$ cat src/hw/cdt_pkg.sv
// package for the data-transfer decode block: opcode set, groups, modes and carriers
// assumes a 16-bit address space and a general register file of eight 16-bit registers
package cdt_pkg;

    // ------------------------------------------------------------
    // constants
    // ------------------------------------------------------------
    localparam int          ADDR_W         = 16;
    localparam int          OP_COUNT       = 55;
    localparam logic [5:0]  OP_LIMIT       = 6'h37;
    localparam logic [7:0]  IND_PAGE       = 8'h00;
    localparam logic [7:0]  SHORT_PAGE     = 8'hff;
    localparam logic [2:0]  SP_IDX         = 3'h7;
    localparam logic [15:0] STEP_BYTE      = 16'h0001;
    localparam logic [15:0] STEP_WORD      = 16'h0002;
    localparam logic [15:0] RST_ADDR       = 16'h0000;

    // ------------------------------------------------------------
    // instruction set, in group order
    // ------------------------------------------------------------
    typedef enum logic [5:0] {
        op_general_move,
        op_add, op_sub, op_add_carry, op_sub_carry, op_inc, op_dec, op_add_step,
        op_sub_step, op_dec_adj_add, op_dec_adj_sub, op_mul_u, op_div_u, op_cmp, op_neg,
        op_and, op_or, op_xor, op_not,
        op_sha_l, op_sha_r, op_shl_l, op_shl_r, op_rot_l, op_rot_r, op_rotc_l, op_rotc_r,
        op_bit_set, op_bit_clr, op_bit_not, op_bit_tst, op_bit_and, op_bit_iand, op_bit_or,
        op_bit_ior, op_bit_xor, op_bit_ixor, op_bit_ld, op_bit_ild, op_bit_st, op_bit_ist,
        op_cond_branch, op_jump, op_branch_sub, op_jump_sub, op_ret_sub,
        op_ret_exc, op_sleep, op_ld_ctl, op_st_ctl, op_and_ctl, op_or_ctl, op_xor_ctl, op_nop,
        op_block_copy_instruction
    } cdt_op_e;

    typedef enum logic [3:0] {
        grp_transfer, grp_arith, grp_logic, grp_shift, grp_bit,
        grp_branch, grp_sysctl, grp_block, grp_none
    } cdt_grp_e;

    typedef enum logic [3:0] {
        mode_reg_direct, mode_reg_indirect, mode_disp16, postincrement_mode,
        predecrement_mode, short_absolute_mode, mode_abs16, mode_imm,
        mode_pc_rel, memory_indirect_mode
    } cdt_mode_e;

    typedef enum logic [1:0] {
        stk_none, stk_push, stk_pop
    } cdt_stk_e;

    // ------------------------------------------------------------
    // carriers
    // ------------------------------------------------------------
    typedef struct packed {
        logic [5:0]  op;
        cdt_stk_e    stk;
        logic        word;
        cdt_mode_e   mode;
        logic        load;
        logic [3:0]  rd;
        logic [3:0]  rs;
        logic [2:0]  rp;
        logic [15:0] ext;
        logic [7:0]  abs8;
        logic [3:0]  cond;
    } cdt_instr_s;

    typedef struct packed {
        logic        req;
        logic        we;
        logic        word;
        logic [15:0] addr;
        logic [15:0] wdata;
    } cdt_mreq_s;

    typedef struct packed {
        logic        we;
        logic        word;
        logic [3:0]  idx;
        logic [15:0] data;
    } cdt_rfw_s;

    typedef struct packed {
        logic        valid;
        cdt_grp_e    grp;
        logic [5:0]  op;
        logic [3:0]  cond;
    } cdt_disp_s;

    typedef struct packed {
        logic        valid;
        logic [15:0] target;
    } cdt_br_s;

endpackage
$ cat src/hw/cdt_decode.sv
// data-transfer decode and execute: classifies all instructions, runs moves, push, pop
// and memory-indirect target fetch; assumes a combinational register file read and a
// memory bus that holds mem_ack high for one cycle per accepted request
//
// Overview of operation
// RL1: memory-indirect jumps read a 16-bit target from address zero-page byte given by the instruction.
// RL2: exactly 55 instructions are recognised and sorted into eight functional groups.
// RL3: push is a word move of the register to memory with pre-decrement of the stack pointer.
// RL4: pop is a word move from memory to the register with post-increment of the stack pointer.
// RL5: the move copies register to register, register to memory, memory to register or immediate to register.
// RL6: word moves accept direct, indirect, displacement, 16-bit absolute, immediate, pre-decrement and post-increment.
// RL7: the short absolute mode is accepted by the move only for byte size.
// RL8: pre-decrement and post-increment through the stack pointer are word size only.
// RL9: all conditional branches are one instruction that carries its condition field.
// RL10: post-increment and pre-decrement step the pointer by one for bytes and two for words and keep the result.
// RL11: word accesses at odd addresses clear the low address bit.
// RL12: a word move in the short absolute mode is reported as undefined and not executed.
module cdt_decode
    import cdt_pkg::*;
#(
    parameter int NUM_INSTR = 55
)
(
    // clock and reset
    input  wire logic       clk_sys,
    input  wire logic       arst_n,
    // instruction in
    input  wire logic       ins_valid,
    output logic            ins_ready,
    input  wire cdt_instr_s ins,
    // register file read
    output logic [2:0]      rf_a_idx,
    input  wire logic [15:0] rf_a_data,
    output logic [3:0]      rf_b_idx,
    output logic            rf_b_word,
    input  wire logic [15:0] rf_b_data,
    // register file write
    output cdt_rfw_s        rf_wr,
    output cdt_rfw_s        rf_ptr_wr,
    // memory bus
    output cdt_mreq_s       mem,
    input  wire logic       mem_ack,
    input  wire logic [15:0] mem_rdata,
    // results
    output cdt_disp_s       disp,
    output cdt_br_s         br,
    output logic            undef
);

    // ------------------------------------------------------------
    // elaboration check
    // ------------------------------------------------------------
    if (NUM_INSTR != OP_COUNT) begin : g_chk
        $error("instruction count parameter must match the opcode set");
    end

    // ------------------------------------------------------------
    // state
    // ------------------------------------------------------------
    typedef enum logic [1:0] {
        st_idle, st_data, st_ind
    } cdt_st_e;

    typedef struct packed {
        cdt_st_e    st;
        cdt_mreq_s  mreq;
        cdt_rfw_s   rfw;
        cdt_rfw_s   rfp;
        cdt_disp_s  disp;
        cdt_br_s    br;
        logic       undef;
        logic [3:0] ld_rd;
    } cdt_state_s;

    cdt_state_s s_q;
    cdt_state_s s_d;

    // ------------------------------------------------------------
    // functions
    // ------------------------------------------------------------
    function automatic cdt_grp_e grp_of(input logic [5:0] code);
        cdt_grp_e g;
        g = grp_none;
        if (code < OP_LIMIT) begin                                // RL2
            if (code <= 6'(op_general_move))
                g = grp_transfer;
            else if (code <= 6'(op_neg))
                g = grp_arith;
            else if (code <= 6'(op_not))
                g = grp_logic;
            else if (code <= 6'(op_rotc_r))
                g = grp_shift;
            else if (code <= 6'(op_bit_ist))
                g = grp_bit;
            else if (code <= 6'(op_ret_sub))
                g = grp_branch;
            else if (code <= 6'(op_nop))
                g = grp_sysctl;
            else
                g = grp_block;
        end
        return g;
    endfunction

    function automatic logic move_legal(input cdt_instr_s i);
        logic ok;
        ok = 1'b1;
        unique case (i.mode)
            mode_pc_rel, memory_indirect_mode: ok = 1'b0;
            short_absolute_mode: ok = !i.word;                    // RL7 RL12
            mode_imm:            ok = i.load;                     // RL6
            postincrement_mode:  ok = i.load && (i.word || i.rp != SP_IDX);   // RL8
            predecrement_mode:   ok = !i.load && (i.word || i.rp != SP_IDX);  // RL8
            default:             ok = 1'b1;
        endcase
        return ok;
    endfunction

    // ------------------------------------------------------------
    // stack forms become word moves through the stack pointer
    // ------------------------------------------------------------
    cdt_instr_s  mi;
    cdt_grp_e    grp;
    logic [15:0] ea_addr;
    logic [15:0] ea_ptr;
    logic        ea_upd;

    always_comb begin
        mi = ins;
        if (ins.stk == stk_push) begin                            // RL3
            mi.word = 1'b1;
            mi.mode = predecrement_mode;
            mi.load = 1'b0;
            mi.rp   = SP_IDX;
        end else if (ins.stk == stk_pop) begin                    // RL4
            mi.word = 1'b1;
            mi.mode = postincrement_mode;
            mi.load = 1'b1;
            mi.rp   = SP_IDX;
        end
    end

    assign grp       = grp_of(ins.op);
    assign ins_ready = (s_q.st == st_idle);
    assign rf_a_idx  = mi.rp;
    assign rf_b_idx  = (mi.mode == mode_reg_direct) ? mi.rs : mi.rd;
    assign rf_b_word = mi.word;

    cdt_ea_unit u_ea (
        .mode     (mi.mode),
        .word     (mi.word),
        .base     (rf_a_data),
        .ext      (mi.ext),
        .abs8     (mi.abs8),
        .addr     (ea_addr),
        .ptr_next (ea_ptr),
        .ptr_upd  (ea_upd)
    );

    // ------------------------------------------------------------
    // next state
    // ------------------------------------------------------------
    always_comb begin
        s_d             = s_q;
        s_d.rfw.we      = 1'b0;
        s_d.rfp.we      = 1'b0;
        s_d.disp.valid  = 1'b0;
        s_d.br.valid    = 1'b0;
        s_d.undef       = 1'b0;
        unique case (s_q.st)
            st_idle: begin
                if (ins_valid) begin
                    if (grp == grp_none) begin
                        s_d.undef = 1'b1;
                    end else if (ins.op == 6'(op_general_move)) begin
                        if (!move_legal(mi)) begin
                            s_d.undef = 1'b1;                     // RL12
                        end else if (mi.mode == mode_reg_direct || mi.mode == mode_imm) begin
                            s_d.rfw.we   = 1'b1;                  // RL5
                            s_d.rfw.word = mi.word;
                            s_d.rfw.idx  = mi.rd;
                            if (mi.mode == mode_imm)
                                s_d.rfw.data = mi.word ? mi.ext : {8'h00, mi.ext[7:0]};
                            else
                                s_d.rfw.data = mi.word ? rf_b_data : {8'h00, rf_b_data[7:0]};
                        end else begin
                            s_d.mreq.req   = 1'b1;                // RL5
                            s_d.mreq.we    = !mi.load;
                            s_d.mreq.word  = mi.word;
                            s_d.mreq.addr  = ea_addr;             // RL11
                            s_d.mreq.wdata = mi.word ? rf_b_data : {8'h00, rf_b_data[7:0]};
                            s_d.ld_rd      = mi.rd;
                            s_d.rfp.we     = ea_upd;              // RL10
                            s_d.rfp.word   = 1'b1;
                            s_d.rfp.idx    = {1'b0, mi.rp};
                            s_d.rfp.data   = ea_ptr;
                            s_d.st         = st_data;
                        end
                    end else if ((ins.op == 6'(op_jump) || ins.op == 6'(op_jump_sub))
                                 && ins.mode == memory_indirect_mode) begin
                        s_d.mreq.req   = 1'b1;                    // RL1
                        s_d.mreq.we    = 1'b0;
                        s_d.mreq.word  = 1'b1;
                        // the pointer fetch is a word read whatever size the instruction carries
                        s_d.mreq.addr  = {ea_addr[15:1], 1'b0};    // RL11
                        s_d.mreq.wdata = 16'h0000;
                        s_d.st         = st_ind;
                    end else begin
                        s_d.disp.valid = 1'b1;                    // RL2
                        s_d.disp.grp   = grp;
                        s_d.disp.op    = ins.op;
                        s_d.disp.cond  = ins.cond;                // RL9
                    end
                end
            end
            st_data: begin
                if (mem_ack) begin
                    s_d.mreq.req = 1'b0;
                    if (!s_q.mreq.we) begin
                        s_d.rfw.we   = 1'b1;                      // RL4
                        s_d.rfw.word = s_q.mreq.word;
                        s_d.rfw.idx  = s_q.ld_rd;
                        s_d.rfw.data = s_q.mreq.word ? mem_rdata : {8'h00, mem_rdata[7:0]};
                    end
                    s_d.st = st_idle;
                end
            end
            st_ind: begin
                if (mem_ack) begin
                    s_d.mreq.req  = 1'b0;
                    s_d.br.valid  = 1'b1;                         // RL1
                    s_d.br.target = mem_rdata;
                    s_d.st        = st_idle;
                end
            end
        endcase
    end

    always_ff @(posedge clk_sys or negedge arst_n) begin
        if (!arst_n) begin
            s_q <= '0;
        end else begin
            s_q <= s_d;
        end
    end

    // ------------------------------------------------------------
    // outputs
    // ------------------------------------------------------------
    assign mem       = s_q.mreq;
    assign rf_wr     = s_q.rfw;
    assign rf_ptr_wr = s_q.rfp;
    assign disp      = s_q.disp;
    assign br        = s_q.br;
    assign undef     = s_q.undef;

endmodule

$ cat src/hw/cdt_ea_unit.sv
// effective address unit: operand address, aligned address and pointer update
// assumes base is the 16-bit pointer register value read in the same cycle
module cdt_ea_unit
    import cdt_pkg::*;
(
    // operand description
    input  wire cdt_mode_e   mode,
    input  wire logic        word,
    input  wire logic [15:0] base,
    input  wire logic [15:0] ext,
    input  wire logic [7:0]  abs8,
    // results
    output logic [15:0]      addr,
    output logic [15:0]      ptr_next,
    output logic             ptr_upd
);

    logic [15:0] step;
    logic [15:0] raw;

    assign step = word ? STEP_WORD : STEP_BYTE;                   // RL10

    always_comb begin
        raw      = RST_ADDR;
        ptr_next = base;
        ptr_upd  = 1'b0;
        unique case (mode)
            mode_reg_indirect:    raw = base;
            mode_disp16:          raw = base + ext;
            postincrement_mode: begin
                raw      = base;
                ptr_next = base + step;                           // RL10
                ptr_upd  = 1'b1;
            end
            predecrement_mode: begin
                raw      = base - step;                           // RL10
                ptr_next = base - step;
                ptr_upd  = 1'b1;
            end
            short_absolute_mode:  raw = {SHORT_PAGE, abs8};
            mode_abs16:           raw = ext;
            memory_indirect_mode: raw = {IND_PAGE, abs8};         // RL1
            default:              raw = RST_ADDR;
        endcase
    end

    // word accesses drop the low address bit
    assign addr = word ? {raw[15:1], 1'b0} : raw;                 // RL11

endmodule

$ cat config.mk
export PLATFORM = sky130hd
export DESIGN_NAME = cdt_decode
export DESIGN_NICKNAME = d
export VERILOG_FILES = /design/src/hw/cdt_pkg.sv /design/src/hw/cdt_decode.sv /design/src/hw/cdt_ea_unit.sv
export SDC_FILE = /design/constraint.sdc
export NUM_CORES = 1
export LEC_CHECK = 0
export ABC_AREA = 0
export BUFFER_PORTS_ARGS = -buffer_cell sky130_fd_sc_hd__buf_2
export CAP_MARGIN = 25
export CORE_ASPECT_RATIO = 1.5
export CORE_MARGIN = 2
export CORE_UTILIZATION = 35
export CTS_CLUSTER_SIZE = 24
export DETAILED_ROUTE_END_ITERATION = 8
export PLACE_DENSITY = 0.6
export SKIP_CTS_REPAIR_TIMING = 1
export SLEW_MARGIN = 0
export SYNTH_ARGS = -nofsm -noshare
export SYNTH_HDL_FRONTEND = slang
export SYNTH_SLANG_ARGS = --single-unit
$ cat constraint.sdc
create_clock -name clk_sys -period 3.1 [get_ports clk_sys]
set_clock_uncertainty 0.05 [all_clocks]
set_input_delay 0 -clock clk_sys [delete_from_list [all_inputs] [get_ports clk_sys]]
set_output_delay 0 -clock clk_sys [all_outputs]
set_load 0.05 [all_outputs]
# Yosys cells after proc, flatten, opt, wreduce, memory -nomap -nowiden
# Cells that the tools add are included.
[totals]
word_cells = 145
ff_bits = 117
output_inout_bits = 121
[op_classes]
n_reduce_logical = 23
n_mux = 54
eq_ne = 31
n_lt_le_gt_ge = 8
bitwise = 4
addsub = 3
[ops]
columns = ["cell", "n"]
rows = [
  ["$mux 96", 2],
  ["$mux 37", 4],
  ["$pmux 16 s6", 1],
  ["$mux 22", 4],
  ["$mux 81", 1],
  ["$mux 16", 4],
  ["$mux 44", 1],
  ["$pmux 22 s2", 1],
  ["$mux 17", 2],
  ["$add 16x16->16", 2],
  ["$pmux 16 s2", 1],
  ["$mux 15", 2],
  ["$mux 3", 7],
  ["$mux 4", 5],
  ["$le 6x6->1 const B", 3],
  ["$reduce_and 6->1", 3],
  ["$eq 4x3->1 const B", 4],
  ["$eq 4x4->1 const B", 4],
  ["$sub 16x16->16", 1],
  ["$mux 5", 3],
  ["$eq 6x6->1 const B", 2],
  ["$le 6x5->1 const B", 2],
  ["$mux 6", 2],
  ["$ne 2x1->1 const B", 5],
  ["27 further kinds", 57],
]

# Longest topological paths before layout
# Gate-level depths: netlist of the first run.
[logic_depth]
depth_word = 18
ltp_mapped = 14

# Hierarchy
# Synthesis of the first run repeated with hierarchy kept, for this count alone.
[unflattened]
cells_unflattened = 869
hier_area_um2 = 8380.5
[modules_own_cells]
columns = ["module", "n_inst", "cells_per_inst", "area_each_um2"]
rows = [
  ["cdt_decode", 1, 552, 6214.7],
  ["cdt_ea_unit", 1, 317, 2165.8],
]

# Worst setup path before layout of the first run
# OpenSTA, ideal clock, no wires.
[synth_timing]
path_type = "in2reg"
start = "input ins[45] (netlist name)"
end = "register s_q, in the netlist rf_ptr_wr[12]"
arrival_time_ps = 3008
slack_ps = -40
path_stages = 13
setup_time_ps = 83
n_path_buf = 1
cell_sequence = "clkbuf_1 xnor2_1 nand2b_1 inv_1 ha_1 inv_1 fa_1 and3b_1 nand3_1 or3_1 a21oi_1 a221oi_1 o21ai_0"
[synth_between]
word_cells_on_any_way = 32
[synth_lines]
columns = ["item", "line_no", "rtl"]
rows = [
  ["start, declared", "cdt_decode.sv:30", "input wire cdt_instr_s ins,"],
  ["$eq 2x2->1", "cdt_decode.sv:135", "end else if (ins.stk == stk_pop) begin"],
  ["$mux 6", "cdt_decode.sv:135", ""],
  ["$mux 6 *", "cdt_decode.sv:130", "if (ins.stk == stk_push) begin"],
  ["named net rf_b_word", "cdt_decode.sv:35", "output logic rf_b_word,"],
  ["parallel branches: the longest is 8 deep, another holds $sub 16x16->16", "-", ""],
  ["end signal, assigned", "cdt_decode.sv:241", "s_q <= '0;"],
  ["end signal, assigned", "cdt_decode.sv:243", "s_q <= s_d;"],
  ["end, declared", "cdt_decode.sv:75", "cdt_state_s s_q;"],
]
# Mark *: on every way through the listed nets, which the timed path passes. The select of a mux whose other input is x is not followed.
# A chain may end at the register's enable or synchronous reset.

# Final worst setup path of the first run
[layout_timing]
start = "register s_q[117] (netlist name)"
end = "register s_q, in the netlist mem[13]"
[layout_between]
elab_chain_len = 2
[layout_rtl]
columns = ["item", "line_no", "rtl"]
rows = [
  ["$logic_not 2->1", "cdt_decode.sv:170", "unique case (s_q.st)"],
  ["$reduce_and 6->1 (no source line)", "-", ""],
]
# No other way between the ends.

==> results.cfg, run 1 <==
[finish]
area_growth_pct = 22.0
diodes = 0
layout-drive-gt1-share_pct = 31.0
final_nets = 1170

[detailed_routing]
first_pass_iters = 5
via_count = 7178
drtIter0Drc = 605
wl_per_cell_um = 19.8
drtAntennaViolNets = 0
drt_wl_total_um = 26400
route.detailed.drc = 0
viasPerCell = 5.40

[logic_synthesis]
yosys_warnings = 0
ys_seq_area_share_pct = 36.0
netlist_top_cells_count = dfrtp_1, buf_4, nand2_1, a21oi_1, nor2_1
avgSynthCellArea_um2 = 9.26
syn_area_um2 = 8130
netlist.area_leader.share_pct = 36.0
syn_inst = 877
synthArstFlopShare_pct = 100
synth_top_flop_cell = dfrtp_1
syn_nets = 1008
synthDistinctLibCells = 79
ys_seq_elements = 117
yosys.area.top_type = dfrtp_1
synth.most_common_cell = dfrtp_1
synth.area.top_cells = dfrtp_1, buf_4, mux2_2
synth_edf_count = 0

[timing]
final-max-slew-violation-count = 0
period_share_pct = 88.4
worst_pin_slew_ns = 0.808
rsz0062_at_grt = no
worst_hold_slack_ns = -0.0344
hold_viol_final = 5
finalSetupViolCount = 0
fmax_ghz = 0.365
period_needed_ns = 2.74
slew_headroom_pct = 46.0
fin_tns_setup_ns = 0

[worst_setup_path]
worstPathMaxFanout = 25
crit_type = reg2reg
r2r-start = s_q[117]$_DFFE_PN0P_
startpoint_type = flop
path_cells = inv_1 > ha_1 > nand3_1 > a211oi_4 > nand2b_2 > nor2_2 > a22o_1
cp.required_ns = 3.41
rr_endpoint = mem[13]$_DFFE_PN0P_
critPathSlowestCell = nor2_2
cp.arrival_ns = 3.06
r2r_cells = 7
end_kind = flop
r2r_setup_slack_ns = 0.36
crit_path_max_incr_delay_ns = 0.53

[min_path]
hold-path-cell-count = 3
min_path_type = in2reg
hp-start = rf_a_data[5]
min_to = rf_ptr_wr[5]$_DFFE_PN0P_

[clock_network]
numCtsBuffers = 17
cts_sinks = 117
cts_root_buf = clkbuf_16
tritoncts = yes
cts_buffer_depth = 2
ctsHtreeMaxLevel = 4
clk_pin_slew_ns = 0.06
clk_latency_ns = 0.42

[pwr]
p_clk_share_pct = 30.0
p_switching_mw = 2.70
seq_power_share_pct = 30.7
power_frac_comb_pct = 39.3
p_int_mw = 3.77
peakVddDrop_mv = 0.388
power.density_nw_per_um2 = 652
p_leak_nw = 4.79
power_switching_share_pct = 41.7

[floorplan]
die_width_um = 128
core_area_um2 = 22900
design.die.area_um2 = 24500
initial_core_util_pct = 35.5
dieHeight_um = 191
rows = 68
io_pins = 226

[flow_run]
drv_cap = 0

[global_route]
grt_pass1_vias = 6722
grt_pass1_wl_um = 38600
grt_usage_pct = 20.9
antenna_found_initial = 1
grt_max_degree = 66
globalRouteOverflowTotal = 0

[placed_design]
place_congestion = 0.945
portBuffers = 224
dpl.hpwl_um = 20000

[outcome]
violations = hold timing
status = finished, violations left
power groups by stage:
stage	Sequential [mW]	Combinational (mW)	Clock [mW]
floorplan	1.98	2.28	0
global placement	2.00	2.47	0
detailed placement	2.01	2.48	0
CTS	1.99	2.49	1.97
global route	2.02	2.68	2.04
finish	1.99	2.54	1.94
worst max-delay path, delay by kind of cell, from the launching register on:
kind	cells	cell delay, ns
and+or+nand+nor	3	1.19
AOI/OAI and AO/OA	2	0.66
DFF	1	0.38
adders and majority gates	1	0.30
buffers and inverters	1	0.10
final cells by class:
cell class / count / area [um^2]
Clock buffer: 21 / 460
Sequential cell: 117 / 2930
Inverter: 17 / 63.8
Fill cell: 2250 / 13000
Timing Repair Buffer: 304 / 1900
Tap cell: 280 / 350
Multi-Input combinational cell: 582 / 4110
Clock inverter: 9 / 105
metrics by stage:
| stage | setup slack, ns | instance area, um^2 | utilization (%) | power (mW) | std cells |
|---|---|---|---|---|---|
| 6_report | 0.359 | 9910 | 43.3 | 6.46 | 1330 |
| 3_3_place_gp | 0.269 | 8750 | 38.2 | 4.47 | 1240 |
| 4_1_cts | 0.331 | 9310 | 40.7 | 6.45 | 1270 |
| 5_1_grt | 0.0871 | 9910 | 43.3 | 6.74 | 1330 |
| 2_1_floorplan | 0.162 | 8130 | - | 4.26 | 877 |
| 3_5_place_dp | 0.189 | 8750 | 38.2 | 4.50 | 1240 |
kinds of logic after synthesis:
group	after synthesis	synth area share, %
simple gates	231	14.2
compound gates	230	19.8
buf+inv	178	13.7
flops	117	36.0
mux	54	7.53
xor+xnor	35	3.77
fa+ha+maj	31	4.91
other cells	1	0.0462
state kept, by name, indices dropped and copies added, names as in the netlist:
signal     flops
undef          1
s_q            6
disp          15
mem           35
rf_wr         22
br            17
rf_ptr_wr     21
how the worst max path moves through the flow:
stage,startpoint,end,cells after the start
2_1_floorplan,ins[45],rf_ptr_wr[12]$_DFFE_PN0P_,13
3_3_place_gp,ins[40],mem[9]$_DFFE_PN0P_,8
3_5_place_dp,ins[40],mem[12]$_DFFE_PN0P_,8
4_1_cts,s_q[116]$_DFFE_PN0P_,mem[10]$_DFFE_PN0P_,7
5_1_grt,ins[48],mem[10]$_DFFE_PN0P_,8
6_report,s_q[117]$_DFFE_PN0P_,mem[13]$_DFFE_PN0P_,7
per-layer routing:
metal | vias up | track usage, % | wire length (um)
li1 | 3397 | - | -
met1 | 3448 | 24.9 | 10600
met2 | 280 | 35.9 | 13500
met3 | 51 | 3.51 | 1300
met4 | 2 | 10.9 | 964
met5 | - | 0 | 12
layout by cell type (no fill, tap or decap), types with 4 or more instances in the layout:
cell,synthesis,layout
a211oi_1,4,4
a21o_1,10,10
a21oi_1,57,57
a221o_1,7,7
a222oi_1,8,8
a22o_1,19,19
a22oi_1,5,5
a2bb2oi_1,18,18
a31oi_1,7,7
a32o_1,4,4
and2_1,4,4
and3_1,8,8
buf_2,14,223
buf_4,112,19
clkbuf_16,0,17
clkinv_2,0,4
dfrtp_1,117,117
dlygate4sd3_1,0,60
ha_1,23,23
inv_1,17,17
maj3_1,4,4
mux2_2,29,29
mux2_4,7,7
mux2i_1,18,18
nand2_1,83,83
nand2b_1,11,10
nand3_1,16,16
nor2_1,50,49
nor2b_1,7,7
nor3_1,12,11
nor4_1,5,5
o211ai_1,8,8
o21ai_0,44,44
o22ai_1,5,4
xnor2_1,15,15
xor2_1,20,20
Power figures use the tool's default switching activity.
==> inputs of run 2 (changes only) <==
--- a/config.mk
+++ b/config.mk
@@ -6,16 +6,18 @@
 export NUM_CORES = 1
 export LEC_CHECK = 0
 export ABC_AREA = 0
-export BUFFER_PORTS_ARGS = -buffer_cell sky130_fd_sc_hd__buf_2
 export CAP_MARGIN = 25
 export CORE_ASPECT_RATIO = 1.5
 export CORE_MARGIN = 2
 export CORE_UTILIZATION = 35
 export CTS_CLUSTER_SIZE = 24
 export DETAILED_ROUTE_END_ITERATION = 8
-export PLACE_DENSITY = 0.6
+export DONT_BUFFER_PORTS = 1
+export PLACE_DENSITY = 0.52
+export REMOVE_ABC_BUFFERS = 1
 export SKIP_CTS_REPAIR_TIMING = 1
 export SLEW_MARGIN = 0
 export SYNTH_ARGS = -nofsm -noshare
 export SYNTH_HDL_FRONTEND = slang
 export SYNTH_SLANG_ARGS = --single-unit
+export TNS_END_PERCENT = 10
==> run 2 against run 1 <==
  * Design area is 7.1% lower
  * Total power is 4.5% lower
  * The flow still finishes with violations (hold timing)
  * Maximum frequency is 0.50% lower
==> results.cfg, run 2 (same netlist as run 1, synthesis figures left out) <==
[outcome]
status = finished, violations left
violations = hold timing

[timing]
finalSetupViolCount = 0
worst_pin_slew_ns = 0.984
rsz0062_at_grt = no
hold_viol_final = 9
period_needed_ns = 2.75
fmax_ghz = 0.363
worst_hold_slack_ns = -0.0578
period_share_pct = 88.9
final-max-slew-violation-count = 0
fin_tns_setup_ns = 0
slew_headroom_pct = 34.2

[floorplan]
initial_core_util_pct = 35.5
io_pins = 226
dieHeight_um = 191
die_width_um = 128
rows = 68
core_area_um2 = 22900
design.die.area_um2 = 24500

[finish]
final_common_cell = dfrtp_1
layout_common_cells = dfrtp_1, dlygate4sd3_1, nand2_1, a21oi_1, nor2_1
area_growth_pct = 13.4
layout-drive-gt1-share_pct = 11.3
final_nets = 983
fillCellCount = 2248
largest_reg_flops = 35

[pwr]
power_switching_share_pct = 41.8
p_switching_mw = 2.58
p_leak_nw = 3.94
p_clk_share_pct = 32.1
p_int_mw = 3.59
peakVddDrop_mv = 0.365
power.density_nw_per_um2 = 670
seq_power_share_pct = 50.4
total_power_mw = 6.17
power_frac_comb_pct = 17.5

[global_route]
grt_pass1_vias = 6010
grt_pass1_wl_um = 36700
grtUsageMet3_pct = 8.19
grt_usage_pct = 20.2
top_usage_layer = met2
grtUsageMet2_pct = 35.7
globalRouteOverflowTotal = 0
grt_max_degree = 118
antenna_found_initial = 1
grtUsageMet1_pct = 21.3

[worst_setup_path]
startpoint_type = primary input
crit_path_max_incr_delay_ns = 0.86
end_kind = flop
cp.arrival_ns = 3.06
cp.required_ns = 3.41
worst_path_most_repeated_cell = dlygate4sd3_1
crit_type = in2reg
path_cells = dlygate4sd3_1 > xor2_1 > buf_4 > nor4b_4 > a222oi_1 > o221ai_1 > nand2_1 > dlygate4sd3_1 > o21ai_0
critPathSlowestCell = nor4b_4
worstPathMaxFanout = 16

[detailed_routing]
via_count = 6492
drtAntennaViolNets = 0
first_pass_iters = 6
wl_per_cell_um = 23.8
drtIter0Drc = 454
viasPerCell = 5.68
route.detailed.drc = 0
drt_wl_total_um = 27200

[clock_network]
cts_root_buf = clkbuf_16
tritoncts = yes
numCtsBuffers = 17
clk_latency_ns = 0.43
cts_sinks = 117
ctsHtreeMaxLevel = 4
cts_buffer_depth = 2
clk_pin_slew_ns = 0.06

[flow_run]
drv_cap = 0

[min_path]
min_path_type = in2reg

[placed_design]
place_congestion = 0.877
portBuffers = 0
dpl.hpwl_um = 18700
## run 2: layout make-up
cell class,count,area (um^2),area share [%]
inverter,17,63.8,0.693
timing repair buffer,117,1160,12.6
sequential,117,2930,31.8
clock buffer,20,447,4.85
multi-input combinational,582,4130,44.8
antenna,1,2.50,0.0272
tap,280,350,3.80
clock inverter,9,131,1.43
## run 2: final timing paths
check	from	end	slack [ns]	cells after the start
min in group asynchronous	arst_n	disp[1]$_DFFE_PN0P_	0.14	2
max	ins[45]	mem[16]$_DFFE_PN0P_	0.35	9
max reg2reg	s_q[116]$_DFFE_PN0P_	rf_wr[20]$_DFFE_PN0P_	0.64	10
min reg2reg	s_q[2]$_DFFE_PN0P_	s_q[2]$_DFFE_PN0P_	0.46	1
max in group asynchronous	arst_n	mem[5]$_DFFE_PN0P_	2.40	2
min	ins[48]	disp[10]$_DFFE_PN0P_	-0.06	3
## run 2: power by group through the flow
stage,Combinational [mW],Sequential [mW],Clock [mW]
5_1_grt,1.19,3.15,2.09
2_1_floorplan,0.711,3.06,0
6_report,1.08,3.11,1.98
4_1_cts,0.890,3.11,2.03
3_5_place_dp,0.886,3.14,0
3_3_place_gp,0.870,3.14,0
## run 2: critical path, delay by kind of cell
kind	cells	cell delay (ns)
buf+inv	3	1.32
simple gates	2	0.93
compound gates	3	0.61
xor+xnor	1	0.21
## run 2: per-stage QoR
step	instance area (um^2)	instances	utilization [%]	setup slack, ns	hold slack, ns
after floorplan	7080	716	-	-0.493	-0.346
after CTS	8170	1040	35.7	0.626	-0.805
after detailed placement	7590	1011	33.2	0.429	-0.341
after global routing	9210	1143	40.3	0.170	0.00527
final	9210	1143	40.3	0.345	-0.0578
after global placement	7590	1011	33.2	0.491	-0.342
## run 2: layer usage
layer  vias to the layer above  part of all wire [%]
li1                       2996                     -
met1                      3179                    36
met3                        48                   7.7
met4                         2                   2.7
met5                         -                 0.022
met2                       267                    54
==> inputs of run 3 (changes only) <==
--- a/config.mk
+++ b/config.mk
@@ -7,16 +7,18 @@
 export LEC_CHECK = 0
 export ABC_AREA = 0
 export CAP_MARGIN = 25
+export CELL_PAD_IN_SITES_DETAIL_PLACEMENT = 1
+export CELL_PAD_IN_SITES_GLOBAL_PLACEMENT = 1
 export CORE_ASPECT_RATIO = 1.5
 export CORE_MARGIN = 2
 export CORE_UTILIZATION = 35
 export CTS_CLUSTER_SIZE = 24
 export DETAILED_ROUTE_END_ITERATION = 8
 export DONT_BUFFER_PORTS = 1
-export PLACE_DENSITY = 0.52
+export PLACE_DENSITY = 0.65
 export REMOVE_ABC_BUFFERS = 1
 export SKIP_CTS_REPAIR_TIMING = 1
-export SLEW_MARGIN = 0
+export SLEW_MARGIN = 30
 export SYNTH_ARGS = -nofsm -noshare
 export SYNTH_HDL_FRONTEND = slang
 export SYNTH_SLANG_ARGS = --single-unit
==> run 3 against run 2 <==
  * The run still ends with hold timing left
  * Global-route usage is 0.63 points higher
  * Clock power increased by 2%
  * Final cell count is essentially flat
  * Die area unchanged
  * Critical endpoint is now rf_ptr_wr[11]$_DFFE_PN0P_
==> results.cfg, run 3 (same netlist as run 1, synthesis figures left out) <==
[timing]
worst_pin_slew_ns = 0.976
finalSetupViolCount = 0
rsz0062_at_grt = no
period_share_pct = 81.6
setup_slack_ns = 0.569
period_needed_ns = 2.53
worst_hold_slack_ns = -0.0649
fmax_ghz = 0.395
final-max-slew-violation-count = 0
hold_viol_final = 10
slew_headroom_pct = 34.6

[detailed_routing]
route.detailed.drc = 0
wl_per_cell_um = 25.2
via_count = 6574
drtIter0Drc = 382
viasPerCell = 5.76
drtAntennaViolNets = 0
first_pass_iters = 5
drt_wl_total_um = 28800

[clock_network]
tritoncts = yes
clk_latency_ns = 0.42
cts_root_buf = clkbuf_16
cts_buffer_depth = 2
cts_sinks = 117
ctsHtreeMaxLevel = 4
numCtsBuffers = 17
clk_pin_slew_ns = 0.06

[worst_setup_path]
cp.required_ns = 3.36
startpoint_type = flop
worstPathMaxFanout = 11
crit_path_max_incr_delay_ns = 0.74
critPathSlowestCell = nor3_2
path_cells = inv_1 > ha_1 > nand3_1 > nor2_1 > nand2_1 > nor3_2 > mux2_2
end_kind = flop
cp.arrival_ns = 2.79
crit_type = reg2reg

[finish]
final_nets = 980
area.sequential_um2 = 2930
largest_reg_flops = 35
final_common_cell = dfrtp_1
layout_common_cells = dfrtp_1, dlygate4sd3_1, nand2_1, a21oi_1, nor2_1
final_cells = 1142
area_growth_pct = 13.3
fillCellCount = 2549
multiInputGateArea_um2 = 4130
layout-drive-gt1-share_pct = 11.6

[floorplan]
core_area_um2 = 22900
die_width_um = 128
initial_core_util_pct = 35.5
rows = 68
io_pins = 226
design.die.area_um2 = 24500
dieHeight_um = 191

[global_route]
grt_usage_pct = 20.9
grtUsageMet1_pct = 22.1
grt_pass1_wl_um = 38300
grt_max_degree = 118
grtUsageMet2_pct = 37.8
grt_pass1_vias = 6302
antenna_found_initial = 1
globalRouteOverflowTotal = 0
grtUsageMet3_pct = 8.19
top_usage_layer = met2

[pwr]
p_int_mw = 3.58
peakVddDrop_mv = 0.378
total_power_mw = 6.24
p_clk_share_pct = 32.4
power.density_nw_per_um2 = 678
power_switching_share_pct = 42.7
seq_power_share_pct = 50.0
power_frac_comb_pct = 17.6
p_switching_mw = 2.66
p_leak_nw = 3.94

[flow_run]
drv_cap = 0

[min_path]
min_path_type = in2reg

[placed_design]
place_congestion = 0.915
place_worst_setup_slack_ns = 0.470
dpl.hpwl_um = 19800
dp_cells = 1012
portBuffers = 0

[outcome]
violations = hold timing
status = finished, violations left
==> run 3: cell count changes in the layout (fill, tap and decap cells not counted), sizes merged <==
cell	before	now
clkinvlp	3	4
clkinv	3	4
clkbuf	20	19
dlygate4sd3	101	97
buf	16	17
inv	17	18
==> run 3: worst paths after layout <==
path	from	end	slack (ns)	cells past startpoint
setup / recovery	s_q[116]$_DFFE_PN0P_	rf_ptr_wr[11]$_DFFE_PN0P_	0.57	7
max in group asynchronous	arst_n	s_q[3]$_DFFE_PN0P_	2.36	2
hold reg to reg	s_q[3]$_DFFE_PN0P_	s_q[3]$_DFFE_PN0P_	0.46	1
setup reg to reg	s_q[116]$_DFFE_PN0P_	rf_ptr_wr[11]$_DFFE_PN0P_	0.57	7
min in group asynchronous	arst_n	disp[1]$_DFFE_PN0P_	0.13	2
hold / removal	ins[48]	disp[10]$_DFFE_PN0P_	-0.06	3
==> run 3: power groups by stage <==
stage	registers, mW	logic [mW]	clock network (mW)
floorplan	3.06	0.711	0
CTS	3.12	0.908	2.07
detailed placement	3.15	0.902	0
finish	3.12	1.10	2.02
global placement	3.14	0.879	0
global route	3.16	1.21	2.12
==> run 3: layer usage <==
| layer | vias up | share of wire [%] |
|---|---|---|
| li1 | 3012 | - |
| met3 | 39 | 7.2 |
| met4 | 0 | 2.1 |
| met2 | 219 | 55 |
| met1 | 3304 | 36 |
| met5 | - | 0 |
==> run 3: worst max-delay path, delay by kind of cell (launching register included) <==
family        cells  cell delay, ns
simple gates      4            1.20
mux               1            0.41
flops             1            0.38
fa+ha+maj         1            0.25
buf+inv           1            0.10
==> run 3: through the flow <==
stage | setup TNS (ns) | cell area (um^2) | utilization, % | hold slack, ns
after floorplan | -6.47 | 7080 | - | -0.346
after CTS | 0 | 8200 | 35.8 | -0.808
after global placement | 0 | 7610 | 33.3 | -0.342
after global routing | 0 | 9200 | 40.2 | 0.00331
after detailed placement | 0 | 7610 | 33.3 | -0.341
final | 0 | 9200 | 40.2 | -0.0649
==> run 3: cell type report <==
cell class	instances	share of cell area (%)
Antenna cell	1	0.0272
Clock buffer	19	4.70
Clock inverter	12	1.70
Inverter	17	0.693
Multi-Input combinational cell	582	44.8
Sequential cell	117	31.8
Tap cell	280	3.81
Timing Repair Buffer	114	12.4
